$ cat config.mk
export PLATFORM = sky130hd
export DESIGN_NAME = bdt_device_flat
export DESIGN_NICKNAME = d
export VERILOG_FILES = /design/src/rtl/bdt_pkg.sv /design/src/rtl/bdt_if.sv /design/src/rtl/bdt_device.sv /design/src/flat_wrapper.sv
export VERILOG_INCLUDE_DIRS = /design/src /design/src/rtl
export SDC_FILE = /design/constraint.sdc
export NUM_CORES = 1
export LEC_CHECK = 0
export ABC_AREA = 1
export BUFFER_PORTS_ARGS = -buffer_cell sky130_fd_sc_hd__buf_2
export CAP_MARGIN = 25
export CELL_PAD_IN_SITES_DETAIL_PLACEMENT = 1
export CELL_PAD_IN_SITES_GLOBAL_PLACEMENT = 1
export CORE_AREA = 2 2 151 153
export CTS_CLUSTER_DIAMETER = 30
export CTS_CLUSTER_SIZE = 20
export DETAILED_ROUTE_END_ITERATION = 7
export DIE_AREA = 0 0 153 155
export GPL_ROUTABILITY_DRIVEN = 0
export GPL_TIMING_DRIVEN = 0
export PLACE_DENSITY = 0.92
export SYNTH_ARGS = -nofsm -noshare
export SYNTH_HDL_FRONTEND = slang
export SYNTH_SLANG_ARGS = --single-unit
$ cat constraint.sdc
create_clock -name ref_clk_i -period 5.6 [get_ports ref_clk_i]
set_input_delay 0.56 -clock ref_clk_i [delete_from_list [all_inputs] [get_ports ref_clk_i]]
set_output_delay 0.56 -clock ref_clk_i [all_outputs]
set_load 0.02 [all_outputs]
$ cat src/rtl/bdt_cfg.svh
// constants for the burst spread-spectrum transceiver control block
`ifndef BDT_CFG_SVH
`define BDT_CFG_SVH

`define BDT_ADDR_W 7
`define BDT_DATA_W 8

// register offsets
`define BDT_OFS_CTRL 7'h00
`define BDT_OFS_BURST_LO 7'h01
`define BDT_OFS_BURST_HI 7'h02
`define BDT_OFS_THRESH 7'h03
`define BDT_OFS_PRE_LEN 7'h04
`define BDT_OFS_DATA_LEN 7'h05
`define BDT_OFS_MISS_LIM 7'h06
`define BDT_OFS_GATE 7'h07
`define BDT_OFS_CHIP_DIV 7'h08

// control register bits
`define BDT_CTRL_RX_EN 0
`define BDT_CTRL_TX_EN 1
`define BDT_CTRL_NCO_EN 2
`define BDT_CTRL_CONT 3
`define BDT_CTRL_MF_SHORT 4
`define BDT_CTRL_MF_LONG 5
`define BDT_CTRL_SLEEP 6
`define BDT_CTRL_EXT_MOD 7

// reset values
`define BDT_RST_CTRL 8'h00
`define BDT_RST_BURST 16'h0010
`define BDT_RST_THRESH 8'h80
`define BDT_RST_PRE_LEN 8'h40
`define BDT_RST_DATA_LEN 8'h0b
`define BDT_RST_MISS_LIM 8'h00
`define BDT_RST_GATE 8'h01
`define BDT_RST_CHIP_DIV 8'h04

`define BDT_BURST_MAX 16'hfffd
`define BDT_CHIP_DIV_MIN 8'h04

// host write timing
`define BDT_CLK_NS 4
`define BDT_T_SU_NS 5
`define BDT_T_W_NS 5
`define BDT_T_HD_NS 5
`define BDT_SU_CYC ((`BDT_T_SU_NS + `BDT_CLK_NS - 1) / `BDT_CLK_NS)
`define BDT_W_CYC ((`BDT_T_W_NS + `BDT_CLK_NS - 1) / `BDT_CLK_NS)
`define BDT_HD_CYC ((`BDT_T_HD_NS + `BDT_CLK_NS - 1) / `BDT_CLK_NS)

`endif

$ cat src/rtl/bdt_pkg.sv
// types for the burst spread-spectrum transceiver control block
package bdt_pkg;
   typedef enum logic [1:0] {
      BDT_TX_IDLE = 2'b00,
      BDT_TX_PRE = 2'b01,
      BDT_TX_DATA = 2'b10
   } bdt_tx_st_e;
   typedef enum logic [1:0] {
      BDT_RX_IDLE = 2'b00,
      BDT_RX_ACQ = 2'b01,
      BDT_RX_TRACK = 2'b10
   } bdt_rx_st_e;
   typedef enum logic [1:0] {
      BDT_H_IDLE = 2'b00,
      BDT_H_SETUP = 2'b01,
      BDT_H_STROBE = 2'b10,
      BDT_H_HOLD = 2'b11
   } bdt_host_st_e;
endpackage : bdt_pkg

$ cat src/rtl/bdt_if.sv
// configuration port between host controller and transceiver
`timescale 1ns/1ps
`default_nettype none
`include "bdt_cfg.svh"
interface bdt_if;
   logic chip_select_n;
   logic write_strobe_n;
   logic [`BDT_ADDR_W-1:0] addr;
   logic [`BDT_DATA_W-1:0] data;
   logic manual_tx_enable;
   logic manual_rx_enable;
   modport host (
      output chip_select_n, write_strobe_n, addr, data,
      output manual_tx_enable, manual_rx_enable
   );
   modport dev (
      input chip_select_n, write_strobe_n, addr, data,
      input manual_tx_enable, manual_rx_enable
   );
endinterface : bdt_if
`default_nettype wire

$ cat src/rtl/bdt_device.sv
// transceiver control: registers, burst sequencing, flywheel, power
`timescale 1ns/1ps
`default_nettype none
`include "bdt_cfg.svh"
module bdt_device
   import bdt_pkg::*;
(
   // clock and reset
   input wire logic ref_clk_i,
   input wire logic rst_n_i,
   // configuration port
   bdt_if.dev bus,
   // burst requests and matched filter output
   input wire logic tx_start_i,
   input wire logic rx_start_i,
   input wire logic [7:0] corr_mag_i,
   // transmit side
   output logic tx_active_o,
   output logic tx_code_sel_o,
   output logic [7:0] tx_chip_idx_o,
   output logic tx_chip_pulse_o,
   // receive side
   output logic rx_active_o,
   output logic rx_code_sel_o,
   output logic rx_symbol_pulse_o,
   output logic rx_abort_o,
   output logic [7:0] rx_missed_o,
   // power controls
   output logic rx_pwr_o,
   output logic tx_pwr_o,
   output logic nco_pwr_o,
   output logic mf_short_save_o,
   output logic mf_long_save_o
);
   function automatic logic [7:0] len_min1(input logic [7:0] v);
      len_min1 = (v == 8'h00) ? 8'h01 : v;
   endfunction : len_min1
   function automatic logic [15:0] burst_eff(input logic [15:0] v);
      burst_eff = (v == 16'h0000) ? 16'h0001 :
         ((v > `BDT_BURST_MAX) ? `BDT_BURST_MAX : v);
   endfunction : burst_eff
   logic [7:0] ctrl_ff, thresh_ff, pre_len_ff, data_len_ff;
   logic [7:0] miss_lim_ff, gate_ff, div_ff;
   logic [7:0] nxt_ctrl, nxt_thresh, nxt_pre_len, nxt_data_len;
   logic [7:0] nxt_miss_lim, nxt_gate, nxt_div;
   logic [15:0] burst_ff, nxt_burst;
   logic wr_n_q_ff, wr_fire;
   always_comb begin
      nxt_ctrl = ctrl_ff;
      nxt_burst = burst_ff;
      nxt_thresh = thresh_ff;
      nxt_pre_len = pre_len_ff;
      nxt_data_len = data_len_ff;
      nxt_miss_lim = miss_lim_ff;
      nxt_gate = gate_ff;
      nxt_div = div_ff;
      wr_fire = ~bus.chip_select_n & ~bus.write_strobe_n & wr_n_q_ff;
      if (wr_fire) begin
         unique case (bus.addr)
            `BDT_OFS_CTRL: nxt_ctrl = bus.data;
            `BDT_OFS_BURST_LO: nxt_burst = {burst_ff[15:8], bus.data};
            `BDT_OFS_BURST_HI: nxt_burst = {bus.data, burst_ff[7:0]};
            `BDT_OFS_THRESH: nxt_thresh = bus.data;
            `BDT_OFS_PRE_LEN: nxt_pre_len = bus.data;
            `BDT_OFS_DATA_LEN: nxt_data_len = bus.data;
            `BDT_OFS_MISS_LIM: nxt_miss_lim = bus.data;
            `BDT_OFS_GATE: nxt_gate = bus.data;
            `BDT_OFS_CHIP_DIV: nxt_div = bus.data;
            default: ;
         endcase
      end
   end
   logic sleep, rx_pwr, tx_pwr, cont, chip_tick;
   logic [7:0] div_cnt_ff, nxt_div_cnt, div_eff, pre_len, data_len;
   logic [15:0] burst_len;
   always_comb begin
      sleep = ctrl_ff[`BDT_CTRL_SLEEP];
      rx_pwr = ctrl_ff[`BDT_CTRL_RX_EN] & bus.manual_rx_enable & ~sleep;
      tx_pwr = ctrl_ff[`BDT_CTRL_TX_EN] & bus.manual_tx_enable & ~sleep;
      cont = ctrl_ff[`BDT_CTRL_CONT];
      // chip rate held at or below a quarter clock
      div_eff = (div_ff < `BDT_CHIP_DIV_MIN) ? `BDT_CHIP_DIV_MIN : div_ff;
      pre_len = len_min1(pre_len_ff);
      data_len = len_min1(data_len_ff);
      burst_len = burst_eff(burst_ff);
      // one chip rate for both codes
      chip_tick = (div_cnt_ff == 8'(div_eff - 8'h01));
      nxt_div_cnt = chip_tick ? 8'h00 : 8'(div_cnt_ff + 8'h01);
   end
   bdt_tx_st_e tx_st_ff, nxt_tx_st;
   logic [7:0] tx_chip_ff, nxt_tx_chip;
   logic [15:0] tx_sym_ff, nxt_tx_sym;
   always_comb begin
      nxt_tx_st = tx_st_ff;
      nxt_tx_chip = tx_chip_ff;
      nxt_tx_sym = tx_sym_ff;
      unique case (tx_st_ff)
         BDT_TX_IDLE: begin
            if (tx_start_i & tx_pwr) begin
               nxt_tx_st = BDT_TX_PRE;
               nxt_tx_chip = 8'h00;
               nxt_tx_sym = 16'h0000;
            end
         end
         BDT_TX_PRE: begin
            // code restarts at the symbol edge
            if (chip_tick & (tx_chip_ff == 8'(pre_len - 8'h01))) begin
               nxt_tx_st = BDT_TX_DATA;
               nxt_tx_chip = 8'h00;
            end else if (chip_tick) begin
               nxt_tx_chip = 8'(tx_chip_ff + 8'h01);
            end
         end
         BDT_TX_DATA: begin
            if (chip_tick & (tx_chip_ff == 8'(data_len - 8'h01))) begin
               nxt_tx_chip = 8'h00;
               nxt_tx_sym = 16'(tx_sym_ff + 16'h0001);
               if (!cont & (16'(tx_sym_ff + 16'h0001) == burst_len)) begin
                  nxt_tx_st = BDT_TX_IDLE;
               end
            end else if (chip_tick) begin
               nxt_tx_chip = 8'(tx_chip_ff + 8'h01);
            end
         end
         default: nxt_tx_st = BDT_TX_IDLE;
      endcase
      // disabling the transmitter stops the burst
      if (!tx_pwr) begin
         nxt_tx_st = BDT_TX_IDLE;
      end
   end
   bdt_rx_st_e rx_st_ff, nxt_rx_st;
   logic [7:0] rx_chip_ff, nxt_rx_chip, miss_ff, nxt_miss;
   logic [15:0] rx_sym_ff, nxt_rx_sym;
   logic peak, in_gate, last_chip, nxt_sym_pls, nxt_abort;
   always_comb begin
      nxt_rx_st = rx_st_ff;
      nxt_rx_chip = rx_chip_ff;
      nxt_rx_sym = rx_sym_ff;
      nxt_miss = miss_ff;
      nxt_sym_pls = 1'b0;
      nxt_abort = 1'b0;
      peak = chip_tick & (corr_mag_i >= thresh_ff);
      last_chip = (rx_chip_ff == 8'(data_len - 8'h01));
      // peaks count only near the expected instant
      in_gate = (9'(rx_chip_ff) + 9'(gate_ff)) >= 9'(8'(data_len - 8'h01));
      unique case (rx_st_ff)
         BDT_RX_IDLE: begin
            if (rx_start_i & rx_pwr) begin
               nxt_rx_st = BDT_RX_ACQ;
               nxt_miss = 8'h00;
            end
         end
         BDT_RX_ACQ: begin
            // one preamble peak sets symbol timing
            if (peak) begin
               nxt_rx_st = BDT_RX_TRACK;
               nxt_rx_chip = 8'h00;
               nxt_rx_sym = 16'h0000;
               nxt_sym_pls = 1'b1;
            end
         end
         BDT_RX_TRACK: begin
            if (chip_tick & ((peak & in_gate) | last_chip)) begin
               // pulse issued even without a peak
               nxt_sym_pls = 1'b1;
               nxt_rx_chip = 8'h00;
               nxt_rx_sym = 16'(rx_sym_ff + 16'h0001);
               if (!(peak & in_gate) & (miss_ff != 8'hff)) begin
                  nxt_miss = 8'(miss_ff + 8'h01);
               end
               if (!cont & (16'(rx_sym_ff + 16'h0001) == burst_len)) begin
                  nxt_rx_st = BDT_RX_IDLE;
               end
               // too many misses aborts the burst
               if ((miss_lim_ff != 8'h00) & (nxt_miss >= miss_lim_ff)) begin
                  nxt_rx_st = BDT_RX_IDLE;
                  nxt_abort = 1'b1;
               end
            end else if (chip_tick) begin
               nxt_rx_chip = 8'(rx_chip_ff + 8'h01);
            end
         end
         default: nxt_rx_st = BDT_RX_IDLE;
      endcase
      if (!rx_pwr) begin
         nxt_rx_st = BDT_RX_IDLE;
      end
   end
   always_ff @(posedge ref_clk_i or negedge rst_n_i) begin
      if (!rst_n_i) begin
         div_cnt_ff <= 8'h00;
         ctrl_ff <= `BDT_RST_CTRL;
         burst_ff <= `BDT_RST_BURST;
         thresh_ff <= `BDT_RST_THRESH;
         pre_len_ff <= `BDT_RST_PRE_LEN;
         data_len_ff <= `BDT_RST_DATA_LEN;
         miss_lim_ff <= `BDT_RST_MISS_LIM;
         gate_ff <= `BDT_RST_GATE;
         div_ff <= `BDT_RST_CHIP_DIV;
         wr_n_q_ff <= 1'b1;
         tx_st_ff <= BDT_TX_IDLE;
         tx_chip_ff <= 8'h00;
         tx_sym_ff <= 16'h0000;
         rx_st_ff <= BDT_RX_IDLE;
         rx_chip_ff <= 8'h00;
         rx_sym_ff <= 16'h0000;
         miss_ff <= 8'h00;
         tx_active_o <= 1'b0;
         tx_code_sel_o <= 1'b0;
         tx_chip_idx_o <= 8'h00;
         tx_chip_pulse_o <= 1'b0;
         rx_active_o <= 1'b0;
         rx_code_sel_o <= 1'b0;
         rx_symbol_pulse_o <= 1'b0;
         rx_abort_o <= 1'b0;
         rx_missed_o <= 8'h00;
         rx_pwr_o <= 1'b0;
         tx_pwr_o <= 1'b0;
         nco_pwr_o <= 1'b0;
         mf_short_save_o <= 1'b0;
         mf_long_save_o <= 1'b0;
      end else begin
         div_cnt_ff <= nxt_div_cnt;
         ctrl_ff <= nxt_ctrl;
         burst_ff <= nxt_burst;
         thresh_ff <= nxt_thresh;
         pre_len_ff <= nxt_pre_len;
         data_len_ff <= nxt_data_len;
         miss_lim_ff <= nxt_miss_lim;
         gate_ff <= nxt_gate;
         div_ff <= nxt_div;
         wr_n_q_ff <= bus.write_strobe_n;
         tx_st_ff <= nxt_tx_st;
         tx_chip_ff <= nxt_tx_chip;
         tx_sym_ff <= nxt_tx_sym;
         rx_st_ff <= nxt_rx_st;
         rx_chip_ff <= nxt_rx_chip;
         rx_sym_ff <= nxt_rx_sym;
         miss_ff <= nxt_miss;
         tx_active_o <= (nxt_tx_st != BDT_TX_IDLE);
         // code select follows the symbol type
         tx_code_sel_o <= (nxt_tx_st == BDT_TX_DATA);
         tx_chip_idx_o <= nxt_tx_chip;
         tx_chip_pulse_o <= chip_tick & (tx_st_ff != BDT_TX_IDLE);
         rx_active_o <= (nxt_rx_st != BDT_RX_IDLE);
         rx_code_sel_o <= (nxt_rx_st == BDT_RX_TRACK);
         rx_symbol_pulse_o <= nxt_sym_pls;
         rx_abort_o <= nxt_abort;
         rx_missed_o <= nxt_miss;
         rx_pwr_o <= rx_pwr;
         tx_pwr_o <= tx_pwr;
         // NCO off for transmit on an external modulator
         nco_pwr_o <= ctrl_ff[`BDT_CTRL_NCO_EN] & ~sleep &
            (rx_pwr | (tx_pwr & ~ctrl_ff[`BDT_CTRL_EXT_MOD]));
         // filter power saving only while the receiver is powered (rx_pwr), not tied to a burst
         mf_short_save_o <= ctrl_ff[`BDT_CTRL_MF_SHORT] & rx_pwr;
         mf_long_save_o <= ctrl_ff[`BDT_CTRL_MF_LONG] & rx_pwr;
      end
   end
endmodule : bdt_device
`default_nettype wire

$ cat src/flat_wrapper.sv
// flat-port wrapper written by rule: the top's interface ports become plain ports
module bdt_device_flat import bdt_pkg::*;
  (ref_clk_i, rst_n_i, tx_start_i, rx_start_i, corr_mag_i, tx_active_o, tx_code_sel_o, tx_chip_idx_o, tx_chip_pulse_o, rx_active_o, rx_code_sel_o, rx_symbol_pulse_o, rx_abort_o, rx_missed_o, rx_pwr_o, tx_pwr_o, nco_pwr_o, mf_short_save_o, mf_long_save_o, bus_chip_select_n, bus_write_strobe_n, bus_addr, bus_data, bus_manual_tx_enable, bus_manual_rx_enable);
  bdt_if bus_i ();
  input wire logic ref_clk_i;
  input wire logic rst_n_i;
  input wire logic tx_start_i;
  input wire logic rx_start_i;
  input wire logic [7:0] corr_mag_i;
  output logic tx_active_o;
  output logic tx_code_sel_o;
  output logic [7:0] tx_chip_idx_o;
  output logic tx_chip_pulse_o;
  output logic rx_active_o;
  output logic rx_code_sel_o;
  output logic rx_symbol_pulse_o;
  output logic rx_abort_o;
  output logic [7:0] rx_missed_o;
  output logic rx_pwr_o;
  output logic tx_pwr_o;
  output logic nco_pwr_o;
  output logic mf_short_save_o;
  output logic mf_long_save_o;
  input wire logic [$bits(bus_i.chip_select_n)-1:0] bus_chip_select_n;
  input wire logic [$bits(bus_i.write_strobe_n)-1:0] bus_write_strobe_n;
  input wire logic [$bits(bus_i.addr)-1:0] bus_addr;
  input wire logic [$bits(bus_i.data)-1:0] bus_data;
  input wire logic [$bits(bus_i.manual_tx_enable)-1:0] bus_manual_tx_enable;
  input wire logic [$bits(bus_i.manual_rx_enable)-1:0] bus_manual_rx_enable;
  assign bus_i.chip_select_n = bus_chip_select_n;
  assign bus_i.write_strobe_n = bus_write_strobe_n;
  assign bus_i.addr = bus_addr;
  assign bus_i.data = bus_data;
  assign bus_i.manual_tx_enable = bus_manual_tx_enable;
  assign bus_i.manual_rx_enable = bus_manual_rx_enable;
  bdt_device u_core (.ref_clk_i(ref_clk_i), .rst_n_i(rst_n_i), .bus(bus_i), .tx_start_i(tx_start_i), .rx_start_i(rx_start_i), .corr_mag_i(corr_mag_i), .tx_active_o(tx_active_o), .tx_code_sel_o(tx_code_sel_o), .tx_chip_idx_o(tx_chip_idx_o), .tx_chip_pulse_o(tx_chip_pulse_o), .rx_active_o(rx_active_o), .rx_code_sel_o(rx_code_sel_o), .rx_symbol_pulse_o(rx_symbol_pulse_o), .rx_abort_o(rx_abort_o), .rx_missed_o(rx_missed_o), .rx_pwr_o(rx_pwr_o), .tx_pwr_o(tx_pwr_o), .nco_pwr_o(nco_pwr_o), .mf_short_save_o(mf_short_save_o), .mf_long_save_o(mf_long_save_o));
endmodule
Word-level counts from Yosys, hierarchy flattened
Index checks and enable logic that the tools add are counted.
Word-level totals
  register bits after elaboration: 153
  bits in latches: 0
  RAM bits: 0
  memory bits (read-only): 0
  bits of input ports: 31
  output and inout bits: 28
  word-level logic and storage cells: 180
  memories kept: 0
Cells by class
  add/subtract/negate cells: 10
  multipliers: 0
  div/mod/pow operators: 0
  $lt $le $gt $ge: 5
  eq/ne operators: 27
  shift operators: 0
  mux-type cells: 47
  bitwise gates (word level): 31
  reductions and logical operators: 30
Operators by type and width (count)
  $mux 8: 16
  $mux 16: 6
  $pmux 16 s2: 3
  $add 16x1->16 const B: 2
  $add 8x1->8 const B: 4
  $eq 16x16->1: 2
  $eq 8x8->1: 4
  $pmux 8 s2: 2
  $eq 7x3->1 const B: 4
  $pmux 8 s3: 1
  $sub 8x1->8 const B: 3
  $and 1x1->1: 23
  $mux 2: 11
  $reduce_and 3->1: 6
  $ge 8x8->1: 2
  $gt 16x16->1 const B: 1
  $logic_not 16->1: 1
  $logic_not 8->1: 2
  $reduce_and 2->1: 8
  $eq 7x2->1 const B: 2
  $pmux 2 s3: 2
  $reduce_bool 2->1: 6
  $ne 2x1->1 const B: 5
  $add 8x8->9: 1
  17 further kinds: 33

Logic depth before layout (Yosys ltp)
  depth in word-level cells: 18
  mapped depth: 34

Worst setup path after synthesis
Ideal clock, no wire load.
  path type: register -> register
  start: reg u_core.gate_ff[0]
  end: reg u_core.rx_code_sel_o
  setup time: 0.071 ns
  arrival time: 4.105 ns
  setup slack: 1.424 ns
  stages on the path, launching flop included: 34
  buffers on the path: 0
  clock period less this slack: 4.176 ns
  path through: dfstp_2 -> ha_1 -> inv_1 -> fa_1 -> inv_1 -> nand4_1 -> nand3_1 -> xnor2_1 -> inv_1 -> ha_1 -> nand2_1 -> inv_1 -> nand3_1 -> o21ai_0 -> nor2_1 -> nand3_1 -> nand4_4 -> nand2_1 -> inv_2 -> nand2_1 -> xor2_1 -> inv_1 -> ha_1 -> a21oi_1 -> o21ai_0 -> nand2_1 -> o2111ai_1 -> o41ai_1 -> nand3_1 -> nand3_1 -> nand2_1 -> nand2_1 -> nand2_1 -> nor2_1
On the way
  word-level cells in the longest chain between the ends: 15
  elaborated cells on any way between the ends: 17
  those cells by class: add/sub (1); order compare (2); eq/ne (1); mux (7); bitwise (5); reduce/logical (1)
RTL lines
  start, declared: RTL line bdt_device.sv:43  | logic [7:0] miss_lim_ff, gate_ff, div_ff;
  start signal, assigned: RTL line bdt_device.sv:199  | gate_ff <= `BDT_RST_GATE;
  start signal, assigned: RTL line bdt_device.sv:231  | gate_ff <= nxt_gate;
  $add 8x8->9 *: RTL line bdt_device.sv:146  | in_gate = (9'(rx_chip_ff) + 9'(gate_ff)) >= 9'(8'(data_len - 8'h01));
  $ge 9x8->1 *: RTL line bdt_device.sv:146
  $and 1x1->1 *: RTL line bdt_device.sv:164, bdt_device.sv:169
  $logic_not 1->1: RTL line bdt_device.sv:169  | if (!(peak & in_gate) & (miss_ff != 8'hff)) begin
  $and 1x1->1: RTL line bdt_device.sv:169
  $mux 8: RTL line bdt_device.sv:169
  $mux 8: RTL line bdt_device.sv:164  | if (chip_tick & ((peak & in_gate) | last_chip)) begin
  $mux 8: RTL line bdt_device.sv:147  | unique case (rx_st_ff)
  $ge 8x8->1: RTL line bdt_device.sv:176  | if ((miss_lim_ff != 8'h00) & (nxt_miss >= miss_lim_ff)) begin
  $and 1x1->1: RTL line bdt_device.sv:176
  $mux 2: RTL line bdt_device.sv:176
  $mux 2 *: RTL line bdt_device.sv:164
  $pmux 2 s3 *: RTL line bdt_device.sv:147
  $mux 2 *: RTL line bdt_device.sv:186  | if (!rx_pwr) begin
  $eq 2x2->1 *: RTL line bdt_device.sv:247  | rx_code_sel_o <= (nxt_rx_st == BDT_RX_TRACK);
  end signal, assigned: RTL line bdt_device.sv:247
  end, declared: RTL line bdt_device.sv:24  | output logic rx_code_sel_o,
Every way passes the cells marked *; elsewhere a longest branch is shown, timed or not. The select of a mux whose other input is x is not followed.
A chain may end at the register's enable or synchronous reset.

Worst setup path after layout
  start: reg u_core.gate_ff[0]
  end: reg u_core.rx_st_ff[1]
On the way
  word-level cells in the longest chain between the ends: 14
  elaborated cells on any way between the ends: 16
  those cells by class: add/sub (1); order compare (2); mux (7); bitwise (5); reduce/logical (1)
RTL lines
  $add 8x8->9 *: RTL line bdt_device.sv:146
  $ge 9x8->1 *: RTL line bdt_device.sv:146
  $and 1x1->1 *: RTL line bdt_device.sv:164, bdt_device.sv:169
  $logic_not 1->1: RTL line bdt_device.sv:169
  $and 1x1->1: RTL line bdt_device.sv:169
  $mux 8: RTL line bdt_device.sv:169
  $mux 8: RTL line bdt_device.sv:164
  $mux 8: RTL line bdt_device.sv:147
  $ge 8x8->1: RTL line bdt_device.sv:176
  $and 1x1->1: RTL line bdt_device.sv:176
  $mux 2: RTL line bdt_device.sv:176
  $mux 2 *: RTL line bdt_device.sv:164
  $pmux 2 s3 *: RTL line bdt_device.sv:147
  $mux 2 *: RTL line bdt_device.sv:186
  via u_core.nxt_rx_st[1]: RTL line bdt_device.sv:132  | bdt_rx_st_e rx_st_ff, nxt_rx_st;
  end signal, assigned: RTL line bdt_device.sv:237  | rx_st_ff <= nxt_rx_st;
  end, declared: RTL line bdt_device.sv:132
The timed path passes the listed nets; every way through them passes the cells marked *. The select of a mux whose other input is x is not followed.

==> metrics.yaml <==
finish:
  antenna_cells: 0
  syn_to_final_growth_pct: 13.2
  drive_gt1_share_pct: 11.5
  design_area_mm2: 0.0113
  fin_nets: 1494
  fin_cells: 1712
  utilization_pct: 50.7
floorplan:
  core_area_mm2: 0.0222
  dieWidth_um: 153
  dieHeight_um: 155
  row_count: 55
  num_io_pins: 59
  initial_core_util_pct: 44.8
  die_area_mm2: 0.0237
yosys:
  syn-num-nets: 1416
  netlist_instances: 1336
  synth-seq-cells: 153
  synth-edff-count: 0
  yosysMostFrequentCell: "nand2_1"
  yosys.area.top_type: "dfrtp_1"
  synth_commonest_cells: "nand2_1 (376), inv_1 (180), dfrtp_1 (144)"
  synth_ff_type: "dfrtp_1"
  synth_xor_area_share_pct: 6.51
  ys.warnings.count: 0
  synth_top_family_by_area: "simple AND/OR/NAND/NOR gates"
  synth-simple-area-share_pct: 28.7
  ys_top_cells_by_area: "dfrtp_1 (36%), nand2_1 (14%), inv_1 (6.8%)"
  ys_types: 48
  synth_compound_area_share_pct: 11.8
  ys_async_sr_fraction_pct: 100
  seq_area_frac_synth_pct: 38.6
  yosysTopAreaCellShare_pct: 36.2
  avgSynthCellArea_um2: 7.45
  synth-adder-area-share_pct: 6.24
  synthMuxAreaShare_pct: 0
  synthesis.area_mm2: 0.00995
cts:
  cts_tree: "built"
  htree_levels: 4
  path_clk_slew_ns: 0.06
  clockRootBuffer: "clkbuf_16"
  worst_skew_pair.late_latency_ns: 0.44
  numCtsBuffers: 17
  clock-sinks: 153
  holdBufCountCts: 0
  clockBufferDepth: 2
setup_path:
  cp-end-kind: "register"
  crit_path_start_kind: "register"
  arrival_ns: 5.54
  crit_top_cell: "inv_1"
  r2r-end: "u_core.rx_st_ff[1]$_DFF_PN0_"
  crit_slowest_cell: "dfstp_2"
  crit_family: "simple AND/OR/NAND/NOR gates"
  rr_startpoint: "u_core.gate_ff[0]$_DFFE_PN1P_"
  criticalPathCategory: "register to register"
  slowest_delay_ns: 0.54
  path_buf_inv: 7
  reg2reg_depth: 32
  required_ns: 5.93
  reg2reg_slack_ns: 0.38
  cp_max_fo: 8
sta:
  fin_crit_ns: 5.22
  slew_viol_final: 0
  skew_ns: 0.0107
  grt_setup_unrepaired: "no"
  finalSetupViolCount: 0
  timing.setup.tns_ns: 0
  fin_crit_sh_pct: 93.1
  tightest_slew_ns: 0.780
  fmax_mhz: 192
  maxSlewHeadroom_pct: 47.3
  hold_viol: 0
hold_path:
  hp-class: "input port to async pin"
drt:
  drt-total-wl_mm: 32.8
  first_pass_iters: 6
  via_per_inst: 5.62
  final_antenna_net_count: 0
  drtIter0Drc: 710
  dr_total_vias: 9622
  drc: 0
  wire_per_inst_um: 19.2
placement:
  dpl.cell_count: 1680
  hpwl_mm: 23.3
  dpl_cell_area_mm2: 0.0106
  io_buffers: 58
global_routing:
  grt_max_degree: 98
  globalRouteTotalUtil_pct: 28.3
  grt_first_pass_wirelength_mm: 53.4
  grt_pass1_vias: 10216
  grt-ovfl-total: 0
  antenna_found_initial: 0
outcome:
  status: "finished, final reports clean"
power:
  ir_worst_vdd_v: 0.000183
  power.density_mw_per_mm2: 252
  p_leak_nw: 5.60
job:
  cap_viol_max_count: 0
-- per-stage QoR --
step | setup WS, ns | hold WS (ns) | total power [mW]
finish | 0.385 | 0.0786 | 2.84
global route | 0.0291 | 0.122 | 2.95
floorplan | 1.42 | 0.264 | 1.46
global placement | 0.677 | 0.458 | 1.58
detailed placement | 0.444 | 0.474 | 1.60
CTS | 0.286 | 0.0996 | 2.84
-- logic make-up after synthesis --
kind of cell,count (synthesis)
and+or+nand+nor,662
xor gates and xnor gates,74
DFF,153
AOI/OAI and AO/OA,190
buffers and inverters,208
adders and majority gates,49
-- per-layer routing --
layer  up-vias  GRT usage (%)  part of all wire, %
met5         -              0                    0
met1      4836           34.7                   42
met2       243           50.2                   51
li1       4467              -                    -
met3        76           4.82                  4.3
met4         0           10.4                  3.0
-- area by class of cell --
class | instances | area [um^2]
repair buffers | 59 | 324
plain buffers | 19 | 101
flip-flops and latches | 153 | 3840
well taps | 285 | 357
clock buffers | 22 | 474
inverters | 189 | 709
multi-input cells | 975 | 5310
fillers | 2785 | 11000
clock inverters | 10 | 141
-- how the worst max path moves through the flow --
stage | startpoint | to | slack [ns] | depth (start not counted)
2_1_floorplan | u_core.gate_ff[0]$_DFFE_PN1P_ | u_core.rx_code_sel_o$_DFF_PN0_ | 1.42 | 33
3_3_place_gp | u_core.rx_chip_ff[2]$_DFFE_PN0P_ | u_core.rx_code_sel_o$_DFF_PN0_ | 0.68 | 31
3_5_place_dp | u_core.gate_ff[0]$_DFFE_PN1P_ | u_core.rx_st_ff[1]$_DFF_PN0_ | 0.44 | 32
4_1_cts | u_core.rx_chip_ff[2]$_DFFE_PN0P_ | u_core.rx_code_sel_o$_DFF_PN0_ | 0.29 | 31
5_1_grt | u_core.gate_ff[0]$_DFFE_PN1P_ | u_core.rx_active_o$_DFF_PN0_ | 0.03 | 32
6_report | u_core.gate_ff[0]$_DFFE_PN1P_ | u_core.rx_st_ff[1]$_DFF_PN0_ | 0.38 | 32
-- worst reg2reg max path, delay by kind of cell, from the launching register on --
kind                       cells  cell delay [ns]
buffers and inverters          7             0.60
xor gates and xnor gates       1             0.15
DFF                            1             0.54
adders and majority gates      4             1.21
and+or+nand+nor               16             1.83
AOI/OAI and AO/OA              4             0.75
-- placed cells by master, fill, tap and decap left out, types with 3 or more instances in the layout --
master	instances
o21ai_0	89
o22ai_2	6
nand2_2	5
nand3b_1	5
nand2_1	375
nor3_1	17
bufinv_16	3
xnor2_1	14
dfrtp_1	144
nor4_1	3
nand4_1	31
buf_6	4
a21oi_1	32
dfstp_2	9
o31ai_2	8
clkbuf_16	17
nor2_1	120
o21bai_1	5
inv_2	9
inv_1	180
o21ai_1	13
xor2_1	59
nor2_2	9
and3_1	3
o31ai_1	10
ha_1	48
nand3_1	81
buf_2	60
nor2_4	3
o21ai_2	5
nand2_4	3
clkbuf_1	14
o22ai_1	10
clkbuf_8	3
-- report_power, final --
part	switching [mW]	total, mW	internal [mW]	leakage [nW]
Combinational	0.284	0.421	0.137	3.30
Sequential	0.0411	1.18	1.14	2.00
Clock	0.498	1.24	0.738	0.297
-- registers in the layout (all words and copies together) (netlist names), 2 cells and up --
name and cells:
u_core.rx_missed_o 8, u_core.data_len_ff 8, u_core.thresh_ff 8, u_core.tx_chip_idx_o 8, u_core.div_cnt_ff 8, u_core.tx_sym_ff 16
u_core.div_ff 8, u_core.burst_ff 16, u_core.ctrl_ff 8, u_core.pre_len_ff 8, u_core.rx_st_ff 2, u_core.rx_chip_ff 8
u_core.rx_sym_ff 16, u_core.gate_ff 8, u_core.tx_st_ff 2, u_core.miss_lim_ff 8
-- repair_timing --
action | 4_1_cts | 5_1_grt
endpoints found under the setup margin | 0 | 4
setup buffers | 0 | 0
gates resized for setup | 0 | 4
Power figures use the tool's default switching activity.
